[config.mk]
export PLATFORM = sky130hd
export DESIGN_NAME = eram_mapper
export DESIGN_NICKNAME = d
export VERILOG_FILES = /design/src/rtl/eram_pkg.sv /design/src/rtl/eram_xmove_map.sv /design/src/rtl/eram_direct_map.sv /design/src/rtl/eram_mapper.sv
export SDC_FILE = /design/constraint.sdc
export NUM_CORES = 1
export LEC_CHECK = 0
export ABC_AREA = 1
export BUFFER_PORTS_ARGS = -buffer_cell sky130_fd_sc_hd__buf_2
export CORE_ASPECT_RATIO = 1.2
export CORE_UTILIZATION = 48
export DETAILED_ROUTE_END_ITERATION = 7
export PLACE_DENSITY = 0.84
export SLEW_MARGIN = 20
export SYNTH_ARGS = -nofsm -noshare
export SYNTH_HDL_FRONTEND = slang
export SYNTH_HIERARCHICAL = 1
export SYNTH_SLANG_ARGS = --single-unit
[constraint.sdc]
create_clock -name clk_sys -period 2.3 [get_ports clk_sys]
set_input_delay 0.23 -clock clk_sys [delete_from_list [all_inputs] [get_ports clk_sys]]
set_output_delay 0.23 -clock clk_sys [all_outputs]
set_load 0.02 [all_outputs]
[src/rtl/eram_pkg.sv]
// Purpose: Shared constants and carriers of the expanded RAM address mapper.
// Assumes: One 25 MHz core clock; core-side requests come from same-clock logic.
// Notes:   Register offsets are core special-register addresses.
package eram_pkg;

  // Register addresses on the core special-register port
  localparam logic [7:0]  ERAM_OFS_PAGE      = 8'h85;  // ri_page_register
  localparam logic [7:0]  ERAM_OFS_BANK      = 8'h86;  // direct_bank_register
  localparam logic [7:0]  ERAM_OFS_SYSCFG    = 8'hbf;  // system_config_register

  // Values after reset
  localparam logic [7:0]  ERAM_RST_PAGE      = 8'h00;
  localparam logic [7:0]  ERAM_RST_BANK      = 8'h01;
  localparam logic [7:0]  ERAM_RST_SYSCFG    = 8'h02;

  // Field positions
  localparam int          ERAM_POS_XEN       = 1;      // xram_enable in system config
  localparam int          ERAM_POS_BANK_EN   = 7;      // banking_enable in bank register
  localparam int          ERAM_POS_PAGE_HI   = 1;      // page_select_high
  localparam int          ERAM_POS_PAGE_LO   = 0;      // page_select_low
  localparam int          ERAM_POS_BANK_HI   = 3;      // top bit of bank_number

  // Address map figures
  localparam logic [15:0] ERAM_XRAM_SIZE     = 16'h0300; // 768 bytes on chip
  localparam logic [1:0]  ERAM_PAGE_OFFCHIP  = 2'h3;     // page code that leaves the chip
  localparam logic [7:0]  ERAM_WIN_LO        = 8'h40;    // direct banking window start
  localparam logic [7:0]  ERAM_WIN_HI        = 8'h7f;    // direct banking window end
  localparam logic [9:0]  ERAM_LOG_XRAM_BASE = 10'h100;  // expanded RAM in logical space
  localparam logic [7:0]  ERAM_SFR_BASE      = 8'h80;    // direct addresses from here are registers

  // Where an access lands
  typedef enum logic [1:0] {
    ERAM_TGT_SCRATCH = 2'h0,
    ERAM_TGT_XRAM    = 2'h1,
    ERAM_TGT_OFFCHIP = 2'h2,
    ERAM_TGT_SFR     = 2'h3
  } eram_tgt_t;

  // External-move request from the core
  typedef struct packed {
    logic        valid;  // One-cycle request
    logic        wide;   // 1: wide_pointer form, 0: indirect_pointer_register form
    logic [15:0] ptr;    // wide_pointer value
    logic [7:0]  ri;     // indirect_pointer_register value
    logic [7:0]  port_latch; // port_two_latch value
  } eram_xreq_t;

  // Internal data-memory request from the core
  typedef struct packed {
    logic       valid;    // One-cycle request
    logic       indirect; // 1: indirect internal access, 0: direct address
    logic [7:0] addr;
  } eram_dreq_t;

  // Mapping answer
  typedef struct packed {
    logic        valid;
    eram_tgt_t   tgt;
    logic [15:0] addr;
  } eram_map_t;

  // Special-register access from the core
  typedef struct packed {
    logic       wr;
    logic       rd;
    logic [7:0] addr;
    logic [7:0] wdata;
  } eram_sfr_t;

endpackage : eram_pkg

[src/rtl/eram_xmove_map.sv]
// Purpose: Maps one external-move request onto on-chip expanded RAM or off-chip memory.
// Assumes: Inputs are stable within the cycle; purely combinational.
// Notes:   The top module registers the answer.
`timescale 1ns/100ps
module eram_xmove_map
  import eram_pkg::*;
(
  input  eram_xreq_t xreq,        // Request from the core
  input  logic       xram_enable, // Expanded RAM reachable by external moves
  input  logic [1:0] page_sel,    // page_select_high, page_select_low
  output eram_map_t  xmap         // Target and address
);

  // Route by pointer form, enable and page
  always_comb begin
    xmap       = '0;
    xmap.valid = xreq.valid;
    if (xreq.wide) begin
      // Wide pointer: on chip only below the top of the 768-byte RAM
      if (xram_enable && (xreq.ptr < ERAM_XRAM_SIZE)) begin
        xmap.tgt  = ERAM_TGT_XRAM;
        xmap.addr = xreq.ptr;
      end else begin
        xmap.tgt  = ERAM_TGT_OFFCHIP;
        xmap.addr = xreq.ptr;
      end
    end else begin
      // Indirect pointer: page is honoured only while enabled
      if (xram_enable && (page_sel != ERAM_PAGE_OFFCHIP)) begin
        xmap.tgt  = ERAM_TGT_XRAM;
        xmap.addr = {6'h00, page_sel, xreq.ri};
      end else begin
        xmap.tgt  = ERAM_TGT_OFFCHIP;
        xmap.addr = {xreq.port_latch, xreq.ri};
      end
    end
  end

endmodule : eram_xmove_map

[src/rtl/eram_direct_map.sv]
// Purpose: Maps one internal data-memory request through the direct banking window.
// Assumes: Inputs are stable within the cycle; purely combinational.
// Notes:   Logical 0x000-0x0FF is scratchpad, 0x100-0x3FF is expanded RAM 0x000-0x2FF.
`timescale 1ns/100ps
module eram_direct_map
  import eram_pkg::*;
(
  input  eram_dreq_t dreq,           // Request from the core
  input  logic       banking_enable, // Window mapping on
  input  logic [3:0] bank_number,    // Selected 64-byte bank
  output eram_map_t  dmap            // Target and address
);

  logic [9:0] logical; // Address in the unified 1 KB space

  // Window hit forms a logical address; everything else stays plain
  always_comb begin
    logical    = {bank_number, dreq.addr[5:0]};
    dmap       = '0;
    dmap.valid = dreq.valid;
    if (!dreq.indirect && banking_enable &&
        (dreq.addr >= ERAM_WIN_LO) && (dreq.addr <= ERAM_WIN_HI)) begin
      if (logical < ERAM_LOG_XRAM_BASE) begin
        dmap.tgt  = ERAM_TGT_SCRATCH;
        dmap.addr = {8'h00, logical[7:0]};
      end else begin
        dmap.tgt  = ERAM_TGT_XRAM;
        dmap.addr = {6'h00, logical - ERAM_LOG_XRAM_BASE};
      end
    end else if (!dreq.indirect && (dreq.addr >= ERAM_SFR_BASE)) begin
      // Direct upper half is the register space
      dmap.tgt  = ERAM_TGT_SFR;
      dmap.addr = {8'h00, dreq.addr};
    end else begin
      dmap.tgt  = ERAM_TGT_SCRATCH;
      dmap.addr = {8'h00, dreq.addr};
    end
  end

endmodule : eram_direct_map

[src/rtl/eram_mapper.sv]
// Purpose: Expanded RAM address mapper: steers core data accesses to scratchpad,
//          on-chip expanded RAM or off-chip memory, and holds its control registers.
// Assumes: Core requests and register accesses arrive on clk_sys from core logic.
// Notes:   Answers appear one clock after the request.
`timescale 1ns/100ps
module eram_mapper
  import eram_pkg::*;
(
  input  logic       clk_sys,     // 25 MHz core clock
  input  logic       nrst,        // Asynchronous reset, active low
  input  eram_sfr_t  sfr_req,     // Special-register access
  input  eram_xreq_t xreq,        // External-move request
  input  eram_dreq_t dreq,        // Internal data-memory request
  output logic [7:0] sfr_rdata,   // Read data, one clock after the read
  output logic       sfr_rack,    // Read answered by this block
  output eram_map_t  xmap,        // External-move mapping answer
  output eram_map_t  dmap,        // Internal mapping answer
  output logic       xram_enable, // Current expanded RAM enable
  output logic       banking_on   // Current banking enable
);

  // Clocked state of the mapper, apart from the two reset-release flops
  typedef struct packed {
    logic [1:0] page_sel;  // page_select_high, page_select_low
    logic       bank_en;   // banking_enable
    logic [3:0] bank;      // bank_number
    logic       xen;       // xram_enable
    logic [7:0] rdata;     // Registered read data
    logic       rack;      // Registered read answer
    eram_map_t  xmap;      // Registered external-move answer
    eram_map_t  dmap;      // Registered internal answer
  } eram_state_t;

  eram_state_t st_q;       // Present state
  eram_state_t st_d;       // Next state
  logic        rst_meta_n; // Reset release, first stage
  logic        rst_n;      // Reset release, synchronised
  eram_map_t   xmap_c;     // Combinational external-move answer
  eram_map_t   dmap_c;     // Combinational internal answer

  // Reset release through two flops; assertion stays asynchronous
  always_ff @(posedge clk_sys or negedge nrst) begin
    if (!nrst) begin
      rst_meta_n <= 1'b0;
      rst_n      <= 1'b0;
    end else begin
      rst_meta_n <= 1'b1;
      rst_n      <= rst_meta_n;
    end
  end

  // External-move routing uses the registers as they stand this cycle
  eram_xmove_map u_xmove_map (
    .xreq        (xreq),
    .xram_enable (st_q.xen),
    .page_sel    (st_q.page_sel),
    .xmap        (xmap_c)
  );

  // Direct banking window
  eram_direct_map u_direct_map (
    .dreq           (dreq),
    .banking_enable (st_q.bank_en),
    .bank_number    (st_q.bank),
    .dmap           (dmap_c)
  );

  // Next state: register writes, read answer and mapping capture
  always_comb begin
    st_d      = st_q;
    st_d.rack = 1'b0;
    st_d.rdata = 8'h00;

    // Register writes; unused bits are dropped
    if (sfr_req.wr) begin
      case (sfr_req.addr)
        ERAM_OFS_PAGE: begin
          st_d.page_sel = {sfr_req.wdata[ERAM_POS_PAGE_HI], sfr_req.wdata[ERAM_POS_PAGE_LO]};
        end
        ERAM_OFS_BANK: begin
          st_d.bank_en = sfr_req.wdata[ERAM_POS_BANK_EN];
          st_d.bank = sfr_req.wdata[ERAM_POS_BANK_HI:0];
        end
        ERAM_OFS_SYSCFG: begin
          st_d.xen = sfr_req.wdata[ERAM_POS_XEN];
        end
        default: begin
          // Not ours; leave state alone
        end
      endcase
    end

    // Register reads; bits without a field read zero
    if (sfr_req.rd) begin
      case (sfr_req.addr)
        ERAM_OFS_PAGE: begin
          st_d.rack  = 1'b1;
          st_d.rdata = {6'h00, st_q.page_sel};
        end
        ERAM_OFS_BANK: begin
          st_d.rack  = 1'b1;
          st_d.rdata = {st_q.bank_en, 3'h0, st_q.bank};
        end
        ERAM_OFS_SYSCFG: begin
          st_d.rack  = 1'b1;
          st_d.rdata = {6'h00, st_q.xen, 1'b0};
        end
        default: begin
          // Another block answers
          st_d.rack  = 1'b0;
          st_d.rdata = 8'h00;
        end
      endcase
    end

    // Capture mapping answers; valid follows the request
    st_d.xmap = xmap_c;
    st_d.dmap = dmap_c;
  end

  // State register; reset values make the enable one and banking off at bank 1
  always_ff @(posedge clk_sys or negedge rst_n) begin
    if (!rst_n) begin
      st_q          <= '0;
      st_q.page_sel <= ERAM_RST_PAGE[1:0];
      st_q.bank_en  <= ERAM_RST_BANK[ERAM_POS_BANK_EN];
      st_q.bank     <= ERAM_RST_BANK[ERAM_POS_BANK_HI:0];
      st_q.xen      <= ERAM_RST_SYSCFG[ERAM_POS_XEN];
    end else begin
      st_q <= st_d;
    end
  end

  // Outputs straight from the state register
  assign sfr_rdata   = st_q.rdata;
  assign sfr_rack    = st_q.rack;
  assign xmap        = st_q.xmap;
  assign dmap        = st_q.dmap;
  assign xram_enable = st_q.xen;
  assign banking_on  = st_q.bank_en;

endmodule : eram_mapper

[Yosys cells after proc, flatten, opt, wreduce, memory -nomap -nowiden]
Cells that the tools add are included.
Word-level totals
  register bits: 57
  output and inout bits: 49
  bits of input ports: 64
Operators by class
  $add $sub $neg: 1
  equality and inequality tests: 4
  magnitude comparators: 5
  reductions and logical operators: 10
  mux-type cells: 8
Operators with widths (number)
  18-bit 2-to-1 mux: 5
  9-bit one-hot mux with 3 select lines: 1
  8-bit equality test, second input constant: 3
  17-bit 2-to-1 mux: 1
  16-bit by 10-bit less-than comparator with 1-bit output, second input constant: 1
  10-bit by 9-bit less-than comparator with 1-bit output, second input constant: 1
  10-bit by 9-bit subtractor with 10-bit output, second input constant: 1
  9-bit 2-to-1 mux: 1
  8-bit by 7-bit greater-or-equal comparator with 1-bit output, second input constant: 1
  8-bit greater-or-equal comparator, second input constant: 1
  8-bit by 7-bit <= comparator with 1-bit output, second input constant: 1
  1-bit logical AND: 6
  2-bit AND reduction: 3
  2-bit inequality test, second input constant: 1
  1-bit zero test: 1

[Longest topological paths before layout]
Gate-level depths: netlist of the first run.
  word-level depth: 5
  mapped depth: 7
  mapped depth without buffers: 7

[Cells and area by module]
The synthesis of the first run kept the hierarchy.
By module, submodules not included
  eram_mapper: area each 2037.0 um^2, cells each 169, instances 1
  eram_xmove_map: area each 365.4 um^2, cells each 80, instances 1
  eram_direct_map: area each 188.9 um^2, cells each 35, instances 1

[Least setup slack after synthesis of the first run]
No wires, ideal clock.
  path kind: register to register
  start point: reg st_q, in the netlist xram_enable
  end point: reg st_q, in the netlist xmap[8]
  clock period less this slack: 1.070 ns
  path slack: 1.230 ns
  cell stages (with the launch flop): 6
  library setup time: 0.122 ns
  path buffers: 0
  arrival time: 0.948 ns
  required time: 2.178 ns
  path through: dfstp_2 > inv_2 > nor2_1 > nand2_1 > o21ai_1 > nor2_1
RTL lines
  start, declared: line eram_mapper.sv:34  | eram_state_t st_q;
  start signal, assigned: line eram_mapper.sv:130  | st_q <= st_d;

[Final worst setup path of the first run]
  start point: reg st_q, in the netlist xram_enable
  end point: out xram_enable
RTL lines
  end, declared: line eram_mapper.sv:18  | output logic xram_enable,
No word-level cell between the ends.

==> metrics.txt, run 1 <==
Sw Pwr 0.000496 W; Layout area overhead 10.4%; Top Family by Delay on Critical Path flip-flops; pins over their slew limit 0; pwr dens 644 nW/um^2; Least-Margin Pin Slew 0.782 ns; final setup fails 0; RSZ-0062 raised after global routing false; Die Width 69.1 um; Yosys top cell area share 50.2%; metal3 WL 275 um; Max Freq 735 MHz; DR vias/cell 4.42; commonest non-fill, non-tap cell in the layout buf_2; crit path launch type register; clk buf depth 2; post-synthesis area per instance 9.12 sq um; fin crit period 1.36 ns; Worst EP required 2.07 ns; dominant cells by area after synthesis dfrtp_1 (50%), buf_4 (18%), nand2_1 (10%); diodes inserted 0; max cap viols 0; critical path's slowest cell dfstp_2; TritonCTS Buffers 5; Setup TNS 0 ns; CTS tree done; post-synthesis register bit count 54; EDFF count, synth 0; post-CTS sizing 0; wire length per cell 11.0 um; WP buf/inv 1; area leader, netlist dfrtp_1; Top Metal Used met4; Reg power frac 55.9%; Die Area 5700 sq um; clk root buf clkbuf_8; core area 5040 sq um; Worst EP arrival 1.13 ns; Syn Inst Count 284; WL met1 1.84 mm; Int Pwr 0.00135 W; Peak VDD IR 309 uV; Hold WS 0.0308 ns; largest net degree at the start of global routing 38; cells along the critical path buf_2; GR Util All Layers 16.0%; Initial Util 51.4%; sequential area share after synthesis 52.2%; Post-synth ARST share 100%; combinational share of power 14.2%; Setup CP Type reg2out; Final GP Congestion 0.791; Pleak 1.66 nW; Mapped Area 2590 sq um; period utilization 59.1%; first-pass GRT wire length 7.13 mm; clock power share 29.9%; Post-route DRC 0; io pins 113; vias in the first global route 1,626; nets 407; dpl hpwl 3.46 mm; CTS sink cnt 54; Die H 82.5 um; fillers 455; DR iter-0 viols 72; CTS hold repair buffers 1; H-tree level count 2; Slew headroom 47.9%; Worst path max stage delay 0.63 ns; antenna violations before repair 0; Ys Warns 6; PortBufs 106; Worst Setup End Kind output port; via count 1,784; total gr overflow 0; Worst-Skew Late Latency 0.30 ns; Worst-path clk slew 0.10 ns; distinct cell type count after synthesis 20; most frequent cells in the layout buf_2 (106), nand2_1 (69), dfrtp_1 (51); Setup Fix Bufs, Post-CTS 0; status complete, no violations; drt first pass iters 4; hold crit path type in2reg; final hold violations 0; Main synth FF type dfrtp_1; Routed Antenna Nets 0; Routed WL 4.45 mm; Rows 28; switching portion of total power 26.9%; crit path max fanout 8; met2 WL 2.25 mm; share of layout cells above drive strength 1 40.4%; clock skew 0.00616 ns
==> final cells by class <==
| cell class | instances | area (sq um) | share of cell area (%) |
|---|---|---|---|
| Sequential cell | 54 | 1360 | 47.4 |
| Inverter | 30 | 113 | 3.94 |
| Tap cell | 60 | 75.1 | 2.62 |
| Multi-Input combinational cell | 144 | 671 | 23.4 |
| Clock inverter | 2 | 16.3 | 0.569 |
| Timing Repair Buffer | 108 | 548 | 19.2 |
| Clock buffer | 6 | 82.6 | 2.89 |
==> final timing paths <==
path	from	end	slack [ns]	depth (start not counted)
setup / recovery	xram_enable	xram_enable	0.94	1
hold / removal	dreq[9]	dmap[18]	0.03	1
setup reg to reg	xram_enable	xmap[8]	1.18	5
hold reg to reg	rst_n	dmap[3]	0.36	0
max in group asynchronous	rst_n	xmap[14]	1.25	1
min in group asynchronous	nrst	rst_n	0.24	2
==> logic make-up after synthesis <==
kind of cell           Yosys count  synth area share (%)
AOI/OAI and AO/OA               16                  3.77
buffers and inverters           93                  22.9
DFF                             54                  52.2
other                            3                 0.435
and+or+nand+nor                118                  20.7
==> metrics by stage <==
stage	cells	total power [W]	cell area (sq um)	worst slack, ns	utilization [%]
2_1_floorplan	291	0.00127	2620	0.689	-
3_3_place_gp	395	0.00130	2750	1.18	54.5
3_5_place_dp	395	0.00131	2750	1.16	54.5
4_1_cts	404	0.00187	2860	0.929	56.7
5_1_grt	404	0.00194	2860	0.903	56.7
6_report	404	0.00184	2860	0.940	56.7
==> cells in the mapped netlist (4+ instances only) <==
library cell,number
nand2_1,69
o21ai_0,6
nand3_1,21
nor3_1,4
o21ai_1,5
dfrtp_1,52
buf_4,61
inv_1,24
nor2_1,13
nand2_2,4
o21ai_2,4
inv_2,6
==> state kept, by name, summed over array words and instances (netlist names) <==
name         flops
st_q             6
sfr_rdata        5
banking_on       1
rst_n            1
xram_enable      1
sfr_rack         1
rst_meta_n       1
dmap            19
xmap            19
==> power groups by stage <==
stage	clock [W]	sequential (W)	combinational, W
final	0.000551	0.00103	0.000262
after global routing	0.000611	0.00104	0.000289
after CTS	0.000574	0.00103	0.000264
after detailed placement	0	0.00105	0.000262
after global placement	0	0.00105	0.000256
after floorplan	0	0.00105	0.000222
==> per-layer routing <==
layer | global-route usage (%) | vias to the layer above
met5 | 0 | -
met4 | 7.76 | 0
met3 | 3.28 | 8
met2 | 27.6 | 78
met1 | 19.3 | 787
li1 | - | 911
Note: power is estimated with default switching activity, not from simulation.
==> run 2: changes to the inputs <==
--- a/config.mk
+++ b/config.mk
@@ -8,9 +8,9 @@
 export ABC_AREA = 1
 export BUFFER_PORTS_ARGS = -buffer_cell sky130_fd_sc_hd__buf_2
 export CORE_ASPECT_RATIO = 1.2
-export CORE_UTILIZATION = 48
+export CORE_UTILIZATION = 43
 export DETAILED_ROUTE_END_ITERATION = 7
-export PLACE_DENSITY = 0.84
+export PLACE_DENSITY = 0.79
 export SLEW_MARGIN = 20
 export SYNTH_ARGS = -nofsm -noshare
 export SYNTH_HDL_FRONTEND = slang
==> constraint.sdc (replaced) <==
create_clock -name clk_sys -period 1.1 [get_ports clk_sys]
set_input_delay 0.11 -clock clk_sys [delete_from_list [all_inputs] [get_ports clk_sys]]
set_output_delay 0.11 -clock clk_sys [all_outputs]
set_load 0.02 [all_outputs]
==> metrics.txt, run 2 (same netlist as run 1, synthesis figures left out) <==
most frequent cells in the layout buf_2 (105), nand2_1 (69), dfrtp_1 (51); crit path max fanout 2 (-6); Die H 87.0 um (+5.5%); period utilization 104%; DR iter-0 viols 35 (-51%); Worst-Skew Late Latency 0.30 ns (about the same); met1 usage 15.2% (-4.1 points); Worst EP required 0.99 ns (-1.08 ns); total gr overflow 0 (unchanged); hold crit path type in2reg; post-layout util 54.1% (-2.6 points); DR vias/cell 4.36 (-1.3%); violated checks setup timing; diodes inserted 0 (unchanged); vias in the first global route 1,838 (+13%); Die Width 72.9 um (+5.5%); cells along the critical path buf_6 -> buf_6; nets 424 (+4.2%); io pins 113 (unchanged); drt first pass iters 4 (unchanged); Routed Antenna Nets 0 (unchanged); pins over their slew limit 0 (unchanged); Top cell by count, worst path buf_6; clk buf depth 2 (unchanged); status complete, but fails checks; crit path launch type register; Layout area overhead 19.9%; core area 5740 sq um (+14%); RSZ-0062 raised after global routing true; antenna violations before repair 0 (unchanged); Worst-path clk slew 0.08 ns (-0.02 ns); clock skew 0.00581 ns (-0.000345 ns); commonest non-fill, non-tap cell in the layout buf_2; GR met3 Demand/Resource 3.01% (-0.27 points); PortBufs 106 (unchanged); GRT busiest layer met2; Initial Util 45.1% (-6.2 points); Routed WL 4.81 mm (+8.1%); largest net degree at the start of global routing 53 (+39%); DP Cell Count 417 (+5.6%); Worst Setup End Kind output port; fillers 536 (+18%); Worst path max stage delay 0.55 ns (-0.08 ns); Register Area 1360 sq um (unchanged); CTS sink cnt 54 (unchanged); clk root buf clkbuf_8; Setup CP Type reg2out; via count 1,922 (+7.7%); Final GP Congestion 0.884 (+12%); multi-input combinational cell area 703 sq um (+4.9%); Max Freq 873 MHz; critical path's slowest cell dfstp_2; Rows 30 (+7.1%); met2 usage 30.2% (+2.6 points); Setup TNS -0.104 ns (-0.104 ns); Peak VDD IR 487 uV (+58%); dpl hpwl 3.54 mm (+2.3%); Post-Layout Cell Count 441 (+9.2%); pwr dens 1300 nW/um^2 (+100%); setup slack after layout -0.0454 ns (-0.986 ns); first-pass GRT wire length 7.50 mm (+5.1%); wire length per cell 10.9 um (-0.96%); Pleak 1.76 nW (+5.7%); max cap viols 0 (unchanged); Post-route DRC 0 (unchanged); Die Area 6340 sq um (+11%); Hold WS 0.0115 ns (-0.0194 ns); H-tree level count 2 (unchanged); fin crit period 1.15 ns; CTS tree done; Worst EP arrival 1.04 ns (-0.09 ns); share of layout cells above drive strength 1 40.7% (+0.31 points); TritonCTS Buffers 5 (unchanged); overall power 0.00404 W (+120%); GR Util All Layers 15.6% (-0.36 points); final hold violations 0 (unchanged); final setup fails 4 (+4)
run 2: cell types whose count changed in the layout (fill, tap and decap cells not counted), moves of 3 or more:
| cell | delta |
|---|---|
| dlygate4sd3_1 | +13 |
| nand3_1 | -3 |
| nand3_2 | +3 |
| nor2_1 | -3 |
run 2: per-layer routing:
layer	vias up	share of wire (%)
li1	944	-
met1	887	39
met2	76	54
met3	15	4.5
met4	0	3.2
met5	-	0
run 2: area by class of cell:
type / instances / share of cell area, %
Sequential cell: 54 / 43.6
Clock inverter: 1 / 0.966
Clock buffer: 7 / 2.46
Tap cell: 80 / 3.22
Inverter: 30 / 3.62
Multi-Input combinational cell: 144 / 22.6
Timing Repair Buffer: 125 / 23.5
run 2: worst max-delay path: cells and delay by family, from the launching register on:
family   cells  cell delay [ns]
buf+inv      2             0.19
flops        1             0.55
run 2: power breakdown:
group	switching (W)	total, W	internal [W]
combinational	0.000384	0.000638	0.000254
sequential	0.0000397	0.00213	0.00209
clock	0.000585	0.00127	0.000681
total	0.00101	0.00404	0.00303
run 2: metrics by stage:
step | cell area [sq um] | worst slack (ns)
global route | 3110 | -0.0824
detailed placement | 2800 | 0.0466
CTS | 3080 | -0.0589
global placement | 2800 | 0.0696
finish | 3110 | -0.0454
floorplan | 2620 | 0.0300
run 2: timing repair:
item | CTS | global route
hold buffers | 14 | 0
endpoints found under the hold margin | 15 | 0
setup buffers | 2 | 0
pin swaps | 0 | 2
gates resized for setup | 5 | 6
gates cloned | 0 | 0
endpoints found under the setup margin | 1 | 10
run 2: final timing paths:
check	from	to	slack, ns	cells past startpoint
setup / recovery	xram_enable	xram_enable	-0.05	2
hold / removal	xreq[22]	xmap[6]	0.01	3
setup reg to reg	xram_enable	xmap[8]	-0.03	6
hold reg to reg	rst_n	xmap[13]	0.25	1
max in group asynchronous	rst_n	st_q[48]	0.58	1
min in group asynchronous	nrst	rst_n	0.12	2
==> run 3: changes to the inputs <==
--- a/config.mk
+++ b/config.mk
@@ -5,10 +5,9 @@
 export SDC_FILE = /design/constraint.sdc
 export NUM_CORES = 1
 export LEC_CHECK = 0
-export ABC_AREA = 1
 export BUFFER_PORTS_ARGS = -buffer_cell sky130_fd_sc_hd__buf_2
 export CORE_ASPECT_RATIO = 1.2
-export CORE_UTILIZATION = 43
+export CORE_UTILIZATION = 42
 export DETAILED_ROUTE_END_ITERATION = 7
 export PLACE_DENSITY = 0.79
 export SLEW_MARGIN = 20
==> metrics.txt, run 3 <==
status complete, but fails checks; violated checks setup timing; most frequent cells in the layout buf_2 (102), dfrtp_1 (50), buf_4 (13); Sw Pwr 0.000929 W (-7.9%); crit path launch type register; Routed Antenna Nets 0 (unchanged); fillers 495 (-7.6%); Peak VDD IR 671 uV (+38%); post-synthesis area per instance 12.5 sq um (+37%); Routed WL 4.37 mm (-9.2%); Worst Setup End Kind output port; Hold WS 0.0263 ns (+0.0148 ns); Rows 30 (unchanged); cell with the most instances after synthesis buf_4; switching portion of total power 24.9% (-0.15 points); Die H 85.4 um (-1.9%); pins over their slew limit 0 (unchanged); dpl cell area 2730 sq um (-2.8%); PortBufs 106 (unchanged); dominant cells by area after synthesis dfrtp_1 (53%), buf_4 (19%), mux2_2 (5.1%); hold crit path type in2reg; pwr dens 1250 nW/um^2 (-3.6%); largest net degree at the start of global routing 31 (-42%); post-synthesis register bit count 54 (unchanged); core area 5630 sq um (-2.0%); Post-synth ARST share 100% (unchanged); Yosys top cell area share 53.5% (+3.3 points); diodes inserted 0 (unchanged); CTS sink cnt 54 (unchanged); Worst EP arrival 1.14 ns (+0.10 ns); Reg power frac 56.6% (+3.8 points); EDFF count, synth 0 (unchanged); Layout area overhead 22.7%; distinct cell type count after synthesis 38 (+90%); setup slack after layout -0.153 ns (-0.107 ns); Post-route DRC 0 (unchanged); Mapped Area 2430 sq um (-6.1%); Setup CP Type reg2out; Worst-path clk slew 0.09 ns (about the same); via count 1,536 (-20%); Main synth FF type dfrtp_1; nets 342 (-19%); fin crit period 1.25 ns (+0.107 ns); drt first pass iters 4 (unchanged); GR Util All Layers 15.0% (-0.63 points); io pins 113 (unchanged); first-pass GRT wire length 7.03 mm (-6.3%); Die Width 71.5 um (-1.9%); DP Cell Count 325 (-22%); Post-Layout Cell Count 343 (-22%); Int Pwr 0.00281 W (-7.2%); DR iter-0 viols 75 (+110%); Setup TNS -1.61 ns (-1.50 ns); DR vias/cell 4.48 (+2.8%); TritonCTS Buffers 5 (unchanged); R2R Setup Slk -0.12 ns (-0.09 ns); clk buf depth 2 (unchanged); max cap viols 0 (unchanged); final hold violations 0 (unchanged); Initial Util 43.2% (-1.9 points); H-tree level count 2 (unchanged); Max Freq 798 MHz (-8.6%); Worst EP required 0.99 ns (about the same); total gr overflow 0 (unchanged); Die Area 6100 sq um (-3.8%); Synth top cells by count buf_4 (61), dfrtp_1 (52), mux2_2 (11), inv_1 (8), a22o_1 (6); Worst-Skew Late Latency 0.29 ns (about the same); clk root buf clkbuf_8; share of layout cells above drive strength 1 59.1% (+18 points); CTS tree done; Final GP Congestion 0.788 (-11%); final setup fails 16 (+12); vias in the first global route 1,558 (-15%); combinational share of power 15.7% (about the same); Ys Warns 6 (unchanged); antenna violations before repair 0 (unchanged); Pleak 1.54 nW (-12%); RSZ-0062 raised after global routing true; Final Cell Area 2990 sq um (-3.9%); wire length per cell 12.7 um (+17%); crit path max fanout 3 (+1); period utilization 114% (+9.7 points); dpl hpwl 3.36 mm (-5.1%); clock power share 27.6% (-3.8 points); clock skew 0.00641 ns (+0.000597 ns); Syn Inst Count 194 (-32%); commonest non-fill, non-tap cell in the layout buf_2; area leader, netlist dfrtp_1; sequential area share after synthesis 55.7% (+3.4 points)
## run 3: cell types whose count changed after synthesis, moves of 4 or more
| cell | before | now |
|---|---|---|
| nand2_1 | 69 | 5 |
| nand3_1 | 21 | 3 |
| inv_1 | 24 | 8 |
| mux2_2 | 0 | 11 |
| nor2_1 | 13 | 3 |
| a22o_1 | 0 | 6 |
| inv_2 | 6 | 0 |
| mux2_4 | 0 | 5 |
| o21ai_1 | 5 | 0 |
| nand2_2 | 4 | 0 |
| nor3_1 | 4 | 0 |
| o21ai_2 | 4 | 0 |
## run 3: metal layers
metal | vias up | GRT usage (%) | share of wire [%]
met2 | 52 | 27.4 | 56
li1 | 744 | - | -
met1 | 736 | 16.6 | 39
met5 | - | 0 | 0
met3 | 4 | 3.68 | 3.9
met4 | 0 | 5.53 | 1.1
## run 3: layout make-up
| class | count | area [sq um] | share of cell area [%] |
|---|---|---|---|
| Inverter | 8 | 30.0 | 1.01 |
| Multi-Input combinational cell | 76 | 634 | 21.2 |
| Clock inverter | 2 | 13.8 | 0.461 |
| Sequential cell | 54 | 1360 | 45.4 |
| Clock buffer | 6 | 72.6 | 2.43 |
| Timing Repair Buffer | 133 | 798 | 26.7 |
| Tap cell | 64 | 80.1 | 2.68 |
## run 3: timing repair
item | CTS | global route
setup buffers | 1 | 1
endpoints found under the hold margin | 12 | 0
hold buffers | 10 | 0
pin swaps | 3 | 5
setup endpoints to repair | 20 | 24
gates resized for setup | 17 | 4
## run 3: power by group through the flow
stage                     clock network (W)  logic (W)  registers (W)
final                               0.00103   0.000588        0.00212
after global routing                0.00118   0.000637        0.00213
after CTS                           0.00108   0.000592        0.00212
after detailed placement                  0   0.000550        0.00215
after global placement                    0   0.000537        0.00215
after floorplan                           0   0.000400        0.00218
## run 3: cells by family (layout without fill, tap and decap cells)
logic type,Yosys count,after routing,share of synthesized area (%)
AND/OR/NAND/NOR,28,28,8.13
multiplexers,16,16,8.18
flip-flops,54,54,55.7
buffers and inverters,71,149,20.7
other,3,10,0.463
AO/OA/AOI/OAI,21,21,6.48
XOR/XNOR,1,1,0.360
## run 3: per-stage QoR
step | utilization (%) | total power (W) | setup WS (ns)
after global routing | 53.0 | 0.00394 | -0.207
final | 53.0 | 0.00374 | -0.153
after global placement | 48.4 | 0.00269 | -0.413
after detailed placement | 48.4 | 0.00270 | -0.458
after CTS | 52.8 | 0.00379 | -0.171
after floorplan | - | 0.00258 | -0.318
## run 3: path summary, 6_finish.rpt
path	start	to	cells past startpoint
max	xram_enable	xram_enable	3
min	xreq[5]	xmap[13]	2
min in group asynchronous	nrst	rst_n	2
max in group asynchronous	rst_n	xmap[7]	1
max reg2reg	xram_enable	xmap[15]	3
min reg2reg	rst_n	xmap[17]	1
## run 3: critical path, stage by stage, from the launching register on
cell     delay [ns]
dfstp_2        0.56
buf_6          0.10
buf_6          0.09
buf_6          0.10
